--- config.mk ---
export PLATFORM = sky130hd
export DESIGN_NAME = ccic_core
export DESIGN_NICKNAME = d
export VERILOG_FILES = /design/src/rtl/ccic_core.v
export VERILOG_INCLUDE_DIRS = /design/src /design/src/rtl
export SDC_FILE = /design/constraint.sdc
export NUM_CORES = 2
export LEC_CHECK = 0
export BUFFER_PORTS_ARGS = -buffer_cell sky130_fd_sc_hd__buf_2
export CORE_MARGIN = 8
export CORE_UTILIZATION = 65
export DETAILED_ROUTE_END_ITERATION = 6
export HOLD_SLACK_MARGIN = 0.1
export PLACE_DENSITY = 0.82
export SETUP_SLACK_MARGIN = 0.4
export SYNTH_ARGS = -nofsm -noshare
export SYNTH_HDL_FRONTEND = slang
export SYNTH_SLANG_ARGS = --single-unit
export TNS_END_PERCENT = 20
--- constraint.sdc ---
create_clock -name i_clk -period 14.1 [get_ports i_clk]
set_clock_uncertainty 0.15 [all_clocks]
set_input_delay 1.41 -clock i_clk [delete_from_list [all_inputs] [get_ports i_clk]]
set_output_delay 1.41 -clock i_clk [all_outputs]
set_load 0.05 [all_outputs]
--- src/rtl/ccic_consts.vh ---
// ccic_consts.vh: command codes, table layout and field positions of the
// counter compare and interrupt control unit; definitions only.
`ifndef CCIC_CONSTS_VH
`define CCIC_CONSTS_VH

// =====================================================================
// mode control codes
`define CCIC_MC_START      16'h0000
`define CCIC_MC_STOP       16'h0001
`define CCIC_MC_LOAD_PV    16'h0002
`define CCIC_MC_LOAD_RMAX  16'h0006

// =====================================================================
// table registration codes
`define CCIC_TB_TGT_START  16'h0000
`define CCIC_TB_FIX_START  16'h0001
`define CCIC_TB_TGT        16'h0002
`define CCIC_TB_FIX        16'h0003
`define CCIC_TB_VAR_START  16'h0004
`define CCIC_TB_VAR        16'h0005

// =====================================================================
// table layout
`define CCIC_FIX_RANGES    4'h8
`define CCIC_TGT_WORDS     3'h3
`define CCIC_RNG_WORDS     3'h5
`define CCIC_TGT_CTL_FLD   3'h2
`define CCIC_RNG_CTL_FLD   3'h4
`define CCIC_TASK_DISABLE  16'hffff
`define CCIC_DIR_BIT       15
`define CCIC_TASK_MSB      7

`endif

--- src/rtl/ccic_core.v ---
// ccic_core.v: comparison and mode control for four pulse counters.
// assumes one controller clock, a scan tick once per controller cycle and
// encoder pulse pins that are asynchronous to i_clk.
`timescale 1ns/1ps
`include "ccic_consts.vh"

module ccic_core #(
    parameter ENTRIES = 8
) (
    input  wire                   i_clk,
    input  wire                   i_srst,
    input  wire [3:0]             i_pulse_up,
    input  wire [3:0]             i_pulse_down,
    input  wire [3:0]             i_ring_mode,
    input  wire                   i_irq_enable,
    input  wire                   i_scan_tick,
    input  wire                   i_mode_cmd_valid,
    input  wire [1:0]             i_mode_cmd_counter,
    input  wire [15:0]            i_mode_cmd_code,
    input  wire [31:0]            i_mode_cmd_value,
    input  wire                   i_tbl_cmd_valid,
    input  wire [1:0]             i_tbl_cmd_counter,
    input  wire [15:0]            i_tbl_cmd_code,
    input  wire                   i_tbl_word_valid,
    input  wire [15:0]            i_tbl_word,
    input  wire                   i_task_done,
    output wire                   o_tbl_ready,
    output reg  [127:0]           o_present_count_value,
    output reg  [4*ENTRIES-1:0]   o_in_range,
    output reg  [3:0]             o_compare_running,
    output reg                    o_irq_req,
    output reg  [7:0]             o_irq_task,
    output reg  [1:0]             o_irq_counter,
    output reg                    o_cyclic_suspend
);
    localparam NE = 4 * ENTRIES, IW = $clog2(NE), EW = $clog2(ENTRIES);
    localparam LD_IDLE = 2'd0, LD_COUNT = 2'd1, LD_BODY = 2'd2;

    // table storage, five flat arrays indexed by {counter, entry}
    reg [15:0]     tb_lo_l [0:NE-1];
    reg [15:0]     tb_lo_h [0:NE-1];
    reg [15:0]     tb_hi_l [0:NE-1];
    reg [15:0]     tb_hi_h [0:NE-1];
    reg [15:0]     tb_ctl  [0:NE-1];
    reg [NE-1:0]   ent_valid;
    reg [3:0]      is_range;
    reg [NE-1:0]   armed;
    reg [NE-1:0]   pending;
    reg [31:0]     pv [0:3];
    reg [31:0]     rmax [0:3];
    reg [3:0]      dir_down;

    // =================================================================
    // pulse pin synchronisers, a rising change counts once stages 2 and 3 agree
    reg [3:0] up_s1, up_s2, up_s3, up_lvl;
    reg [3:0] dn_s1, dn_s2, dn_s3, dn_lvl;
    always @(posedge i_clk) begin
        up_s1 <= i_pulse_up;
        up_s2 <= up_s1;
        up_s3 <= up_s2;
        dn_s1 <= i_pulse_down;
        dn_s2 <= dn_s1;
        dn_s3 <= dn_s2;
        if (i_srst) begin
            up_lvl <= 4'h0;
            dn_lvl <= 4'h0;
        end else begin
            up_lvl <= ((up_s2 ~^ up_s3) & up_s3) | ((up_s2 ^ up_s3) & up_lvl);  // per pin, held while stages differ
            dn_lvl <= ((dn_s2 ~^ dn_s3) & dn_s3) | ((dn_s2 ^ dn_s3) & dn_lvl);
        end
    end
    wire [3:0] up_step = (up_s2 ~^ up_s3) & up_s3 & ~up_lvl;
    wire [3:0] dn_step = (dn_s2 ~^ dn_s3) & dn_s3 & ~dn_lvl;
    wire       mc_pv   = i_mode_cmd_valid && (i_mode_cmd_code == `CCIC_MC_LOAD_PV);
    wire       mc_rmax = i_mode_cmd_valid && (i_mode_cmd_code == `CCIC_MC_LOAD_RMAX);

    // =================================================================
    // counters with ring wrap and command loads
    genvar g;
    generate
        for (g = 0; g < 4; g = g + 1) begin : g_cnt
            always @(posedge i_clk) begin
                if (i_srst) begin
                    pv[g]       <= 32'h0000_0000;
                    rmax[g]     <= 32'hffff_ffff;
                    dir_down[g] <= 1'b0;
                end else begin
                    if (mc_pv && i_mode_cmd_counter == g)
                        pv[g] <= i_mode_cmd_value;
                    else if (up_step[g] && !dn_step[g]) begin
                        dir_down[g] <= 1'b0;
                        pv[g] <= (i_ring_mode[g] && pv[g] >= rmax[g]) ? 32'h0000_0000 : pv[g] + 32'h1;
                    end else if (dn_step[g] && !up_step[g]) begin
                        dir_down[g] <= 1'b1;
                        pv[g] <= (i_ring_mode[g] && pv[g] == 32'h0) ? rmax[g] : pv[g] - 32'h1;
                    end
                    if (mc_rmax && i_mode_cmd_counter == g)
                        rmax[g] <= i_mode_cmd_value;
                end
            end
            always @(posedge i_clk) begin
                o_present_count_value[32*g+31:32*g] <= i_srst ? 32'h0 : pv[g];
            end
        end
    endgenerate

    // =================================================================
    // table loader: words stream in after a registration command
    reg  [1:0]    ld_state;
    reg  [1:0]    ld_cnt;
    reg           ld_range;
    reg           ld_start;
    reg  [EW:0]   ld_left;
    reg  [EW-1:0] ld_ent;
    reg  [2:0]    ld_fld;
    wire [IW-1:0] ld_idx = {ld_cnt, ld_ent};
    wire [2:0]    ld_last = ld_range ? `CCIC_RNG_WORDS - 3'h1 : `CCIC_TGT_WORDS - 3'h1;
    wire          ld_fix = (i_tbl_cmd_code == `CCIC_TB_FIX) || (i_tbl_cmd_code == `CCIC_TB_FIX_START);
    wire          ld_tgt = (i_tbl_cmd_code == `CCIC_TB_TGT) || (i_tbl_cmd_code == `CCIC_TB_TGT_START);
    assign o_tbl_ready = (ld_state == LD_IDLE);
    // loader state machine and table writes
    always @(posedge i_clk) begin
        if (i_srst) begin
            ld_state  <= LD_IDLE;
            ld_cnt    <= 2'h0;
            ld_range  <= 1'b0;
            ld_start  <= 1'b0;
            ld_left   <= {(EW+1){1'b0}};
            ld_ent    <= {EW{1'b0}};
            ld_fld    <= 3'h0;
            is_range  <= 4'h0;
            ent_valid <= {NE{1'b0}};
        end else begin
            case (ld_state)
                LD_IDLE: begin
                    if (i_tbl_cmd_valid) begin
                        ld_cnt   <= i_tbl_cmd_counter;
                        ld_range <= !ld_tgt;
                        ld_start <= (i_tbl_cmd_code == `CCIC_TB_TGT_START) || (i_tbl_cmd_code == `CCIC_TB_FIX_START)
                                    || (i_tbl_cmd_code == `CCIC_TB_VAR_START);
                        ld_ent   <= {EW{1'b0}};
                        ld_fld   <= 3'h0;
                        ld_left  <= `CCIC_FIX_RANGES;
                        ld_state <= ld_fix ? LD_BODY : LD_COUNT;
                        ent_valid[{i_tbl_cmd_counter, {EW{1'b0}}} +: ENTRIES] <= {ENTRIES{1'b0}};
                    end
                end
                LD_COUNT: begin
                    if (i_tbl_word_valid) begin
                        ld_left  <= (i_tbl_word > ENTRIES) ? ENTRIES[EW:0] : i_tbl_word[EW:0];
                        ld_state <= (i_tbl_word == 16'h0) ? LD_IDLE : LD_BODY;
                    end
                end
                LD_BODY: begin
                    if (i_tbl_word_valid) begin
                        case (ld_fld)
                            3'h0: tb_lo_l[ld_idx] <= i_tbl_word;
                            3'h1: tb_lo_h[ld_idx] <= i_tbl_word;
                            3'h2: if (ld_range) tb_hi_l[ld_idx] <= i_tbl_word; else tb_ctl[ld_idx] <= i_tbl_word;
                            3'h3: tb_hi_h[ld_idx] <= i_tbl_word;
                            default: tb_ctl[ld_idx] <= i_tbl_word;
                        endcase
                        if (ld_fld == ld_last) begin
                            ld_fld <= 3'h0;
                            ld_ent <= ld_ent + {{(EW-1){1'b0}}, 1'b1};
                            ld_left <= ld_left - {{EW{1'b0}}, 1'b1};
                            ent_valid[ld_idx] <= !(ld_range && i_tbl_word == `CCIC_TASK_DISABLE);
                            if (ld_left == {{EW{1'b0}}, 1'b1 }) begin
                                ld_state <= LD_IDLE;
                                is_range[ld_cnt] <= ld_range;
                            end
                        end else begin
                            ld_fld <= ld_fld + 3'h1;
                        end
                    end
                end
                default: ld_state <= LD_IDLE;
            endcase
        end
    end
    wire ld_done = (ld_state == LD_BODY) && i_tbl_word_valid && (ld_fld == ld_last)
                   && (ld_left == {{EW{1'b0}}, 1'b1});
    // =================================================================
    // run control: start, stop and start-on-registration
    always @(posedge i_clk) begin
        if (i_srst) begin
            o_compare_running <= 4'h0;
        end else begin
            if (ld_done && ld_start && i_irq_enable)
                o_compare_running[ld_cnt] <= 1'b1;
            else if (i_mode_cmd_valid && i_mode_cmd_code == `CCIC_MC_START)
                o_compare_running[i_mode_cmd_counter] <= 1'b1;
            else if (i_mode_cmd_valid && i_mode_cmd_code == `CCIC_MC_STOP)
                o_compare_running[i_mode_cmd_counter] <= 1'b0;
        end
    end

    // =================================================================
    // scan: one entry per clock, every entry once per controller cycle
    reg  [IW-1:0] sc_idx;
    reg           sc_busy;
    wire [1:0]    sc_cnt  = sc_idx[IW-1:EW];
    wire [31:0]   sc_pv   = pv[sc_cnt];
    wire [31:0]   sc_lo   = {tb_lo_h[sc_idx], tb_lo_l[sc_idx]};
    wire [31:0]   sc_hi   = {tb_hi_h[sc_idx], tb_hi_l[sc_idx]};
    wire          sc_dir  = tb_ctl[sc_idx][`CCIC_DIR_BIT];
    wire          ld_busy_cnt = (ld_state != LD_IDLE) && (ld_cnt == sc_cnt);
    wire          sc_live = sc_busy && ent_valid[sc_idx] && o_compare_running[sc_cnt] && !ld_busy_cnt;
    wire          sc_in   = (sc_pv >= sc_lo) && (sc_pv <= sc_hi);
    wire          sc_eq   = (sc_pv == sc_lo);
    reg           sc_fire;
    // event of the entry under scan
    always @* begin
        sc_fire = 1'b0;
        if (sc_live) begin
            if (is_range[sc_cnt])
                sc_fire = sc_dir ? (!sc_in && o_in_range[sc_idx])
                                 : (sc_in && !o_in_range[sc_idx]);
            else
                sc_fire = sc_eq && armed[sc_idx] && (sc_dir == dir_down[sc_cnt]);
        end
    end
    // scan walk, in-range flags and target re-arm
    always @(posedge i_clk) begin
        if (i_srst) begin
            sc_idx     <= {IW{1'b0}};
            sc_busy    <= 1'b0;
            o_in_range <= {NE{1'b0}};
            armed      <= {NE{1'b1}};
        end else begin
            if (i_scan_tick && !sc_busy)
                sc_busy <= 1'b1;
            else if (sc_busy && sc_idx == NE[IW-1:0] - {{(IW-1){1'b0}}, 1'b1})
                sc_busy <= 1'b0;
            if (sc_busy) begin
                sc_idx <= sc_idx + {{(IW-1){1'b0}}, 1'b1};
                o_in_range[sc_idx] <= sc_live && is_range[sc_cnt] && sc_in;
                armed[sc_idx] <= !(sc_live && sc_eq);                   // fire once per arrival
            end
        end
    end

    // =================================================================
    // pending tasks, lowest table position served first
    reg [IW-1:0] pick;
    reg          pick_ok;
    integer      k;
    always @* begin
        pick    = {IW{1'b0}};
        pick_ok = 1'b0;
        for (k = NE - 1; k >= 0; k = k - 1) begin
            if (pending[k]) begin
                pick    = k[IW-1:0];
                pick_ok = 1'b1;
            end
        end
    end
    // interrupt request and suspension of cyclic work
    always @(posedge i_clk) begin
        if (i_srst) begin
            pending          <= {NE{1'b0}};
            o_irq_req        <= 1'b0;
            o_irq_task       <= 8'h00;
            o_irq_counter    <= 2'h0;
            o_cyclic_suspend <= 1'b0;
        end else begin
            o_irq_req <= 1'b0;
            if (o_cyclic_suspend) begin
                if (i_task_done)
                    o_cyclic_suspend <= 1'b0;
            end else if (pick_ok && i_irq_enable) begin
                pending[pick]    <= 1'b0;
                o_irq_req        <= 1'b1;
                o_irq_task       <= tb_ctl[pick][`CCIC_TASK_MSB:0];
                o_irq_counter    <= pick[IW-1:EW];
                o_cyclic_suspend <= 1'b1;
            end
            if (sc_fire)
                pending[sc_idx] <= 1'b1;                                // set wins over the serve clear
        end
    end
endmodule // ccic_core

==> summary.txt <==
Clock tree
  – CTS sink count: 2931
  – CTS root buf: clkbuf_16
  – Clock Path Buffers: 4
  – Hold_buf cts: 0
  – Clock Pin Slew Worst Setup and Hold Paths: 0.07 ns
  – Post CTS Setup Buffer Count: 0
  – Worst skew pair latency: 0.95 ns
  – CTS resizes: 0
  – TritonCTS buffer count: 304
  – CTS tree: built
  – H-tree Lvls: 5

Power and ir drop
  – Sequential share of power: 50.4%
  – Max VDD drop: 137 uV
  – Sw frac: 23.7%
  – Clock power frac: 41.4%
  – Combinational power share: 8.3%
  – P_int: 14.8 mW
  – Switching power: 4.58 mW
  – Total power: 19.3 mW
  – Lkg Pwr: 45.5 nW
  – Power per Cell Area: 139 nW/um^2

Die
  – DIE WIDTH: 453 um
  – Initial Util: 65.4%
  – Die Y: 453 um
  – Core ar.: 190000 um^2
  – # IOs: 281
  – DIE AREA: 205000 um^2
  – Row cnt: 160

Setup path
  – Crit path DAT: 9.97 ns
  – Worst path slowest cell: and3_1
  – Critical Path RT: 14.81 ns
  – Maximum fanout along the worst path: 45
  – Cell chain of the critical path: buf_4, buf_4, mux4_2, mux4_2, mux2i_1, ha_1, nand4_1, nor4_2, nand3_1, o211ai_1, a21oi_1, a211oi_2, and3_1, nand2_1, a21oi_1
  – R2R setup slack: 4.84 ns
  – Max incr delay on CP: 1.08 ns
  – CP Capture Type: flip-flop
  – Startpoint Class: flip-flop
  – CP Class: reg2reg

Yosys
  – Synthesized instance count: 7617
  – Ys Warns: 0
  – Synth Flop Type: edfxtp_1
  – Synthesized area: 124000 um^2
  – Sequential area share after synthesis: 68.1%
  – Synthesized net count: 7957
  – FF+latch count, synth: 2931
  – Yosys cell types: 76
  – Area share of the largest cell type after synthesis: 62.6%
  – Synth area leaders: edfxtp_1, mux4_2, dfxtp_1
  – Post-synth EDFFs: 2592
  – Syn_area_per_cell: 16.3 um^2
  – Async SR Flop Fraction: 0%
  – Area leader, netlist: edfxtp_1

Placement
  – Final Wtd Congestion: 0.980
  – DP HPWL: 225 mm
  – Port-buffer cells: 280
  – Pre-CTS WS: 5.09 ns
  – Dpl cells: 10200

Finish
  – Fill cells: 10900
  – Area grow syn2layout: 11.7%
  – Util after Layout: 73.1%
  – Share of layout cells above drive strength 1: 21.4%
  – Final layout net count: 8291
  – Layout Cells excl Fill: 10700

Run status
  – Status: finished, violations left
  – Violated checks: design-rule violations

Worst hold path
  – Hold path startpoint: up_s1[0]$_DFF_P_
  – Class of the worst hold path: reg2reg

Drt
  – Vias: 79100
  – DR pass1 iterations: 7
  – DR DRC count: 138
  – Vias per cell: 7.37
  – DRT antenna net count: 0
  – WL final: 393 mm
  – DR iter-0 viols: 13900
  – Drt wl/cell: 36.6 um

Timing
  – Worst-Margin Slew: 1.40 ns
  – Final worst slack: 4.84 ns
  – Final Setup Violations: 0
  – Highest clock rate: 108 MHz
  – Slew headroom: 6.34%
  – Final hold vios: 0
  – Minimum clock period: 9.26 ns
  – Slew Viols, Final: 0
  – Final Cycle Share: 65.7%
  – Total Neg Setup Slack: 0 ns
  – RSZ-0062 raised after global routing: false

Global route
  – First-pass GRT wire length: 549 mm
  – GRT overflow: 0
  – Initial antenna violation count: 51
  – Largest net degree at the start of global routing: 149
  – Total GRT Usage: 37.2%
  – Vias in the first global route: 76600

Run
  – Max_cap viols: 0
==> metrics by stage <==
| step | hold WS [ns] | cell area [um^2] |
|---|---|---|
| 2_1_floorplan | 0.160 | 124000 |
| 3_3_place_gp | 0.163 | 129000 |
| 3_5_place_dp | 0.167 | 129000 |
| 4_1_cts | 0.180 | 139000 |
| 5_1_grt | 0.183 | 139000 |
| 6_report | 0.177 | 139000 |
==> cell usage in the layout, fill, tap and decap left out, types with 35 or more instances in the layout <==
cell type / synthesis / final
edfxtp_1: 2592 / 2592
mux4_2: 711 / 711
nor2_1: 503 / 474
nand2_1: 389 / 389
dfxtp_1: 339 / 333
clkbuf_16: 0 / 314
buf_2: 26 / 263
o21ai_0: 252 / 252
buf_4: 0 / 240
ha_1: 236 / 236
a21oi_1: 229 / 226
inv_1: 187 / 186
nor2b_1: 168 / 168
nand3_1: 132 / 131
mux2i_1: 130 / 130
xnor2_1: 121 / 121
nor3_1: 113 / 111
nand2b_1: 100 / 99
xor2_1: 95 / 95
or3_1: 87 / 87
nand4_1: 77 / 77
a211oi_1: 70 / 69
a221oi_1: 60 / 60
clkinv_2: 0 / 60
a21o_1: 53 / 53
clkbuf_1: 392 / 52
nor4_1: 52 / 51
diode_2: 0 / 43
clkinv_1: 0 / 42
a32oi_1: 35 / 35
==> layout make-up <==
class                      count  area, um^2  area share [%]
multi-input combinational   4016       37300            26.9
antenna                       43         108          0.0775
clock buffer                 388        8340            6.01
tap                         2511        3140            2.26
timing repair buffer         510        3220            2.32
clock inverter               145        1350           0.975
sequential                  2931       84600            61.0
inverter                     188         706           0.508
==> worst paths after layout <==
kind	end	cells past startpoint
min reg2reg	up_s2[0]$_DFF_P_	0
min	up_s2[0]$_DFF_P_	0
max reg2reg	o_in_range[31]$_SDFFE_PP0P_	15
max	o_in_range[31]$_SDFFE_PP0P_	15
==> synth_stat cells (all sizes together) (95+ instances only) <==
| master | count |
|---|---|
| nor3 | 114 |
| o21ai | 268 |
| xor2 | 95 |
| nand2 | 389 |
| mux2i | 130 |
| nand2b | 100 |
| ha | 236 |
| nor2 | 503 |
| clkbuf | 393 |
| mux4 | 711 |
| xnor2 | 121 |
| inv | 188 |
| dfxtp | 339 |
| a21oi | 229 |
| nor2b | 168 |
| edfxtp | 2592 |
| nand3 | 133 |
==> critical path: cells and delay by family (launching register included) <==
family,cells,cell delay (ns)
adder cells (fa/ha/maj),1,0.26
buffers and inverters,2,1.52
AO/OA/AOI/OAI,4,1.64
multiplexers,3,1.51
AND/OR/NAND/NOR,5,2.94
flip-flops,1,1.01
==> power by group through the flow <==
stage                     Sequential, mW  Clock [mW]  Combinational, mW
after floorplan                     9.85           0              0.963
after global placement              9.91           0               1.45
after detailed placement            9.91           0               1.50
after CTS                           9.73        8.01               1.55
after global routing                9.74        8.31               1.67
final                               9.74        8.00               1.60
==> routing by layer <==
metal / vias up / track usage, % / part of all wire [%]
met5: - / 0 / 0.053
met4: 25 / 24.0 / 8.2
met3: 1750 / 10.6 / 14
met2: 7555 / 58.1 / 46
met1: 39000 / 46.2 / 32
li1: 30800 / - / -
==> registers in the layout, summed over array words and instances, names as in the netlist, 128 cells and up, named ones only <==
register               flops
tb_hi_l                  512
tb_hi_h                  512
tb_lo_l                  512
o_present_count_value    128
tb_ctl                   288
tb_lo_h                  512
rmax                     128
pv                       128
==> cells by family after synthesis <==
group	after synthesis	share of synthesized area (%)
AOI/OAI and AO/OA	969	5.04
buffers and inverters	670	2.08
and+or+nand+nor	1742	6.85
adders and majority gates	236	2.38
muxes	853	14.0
DFF	2931	68.1
xor gates and xnor gates	216	1.52
No activity file was read; power rests on OpenSTA's default activity.
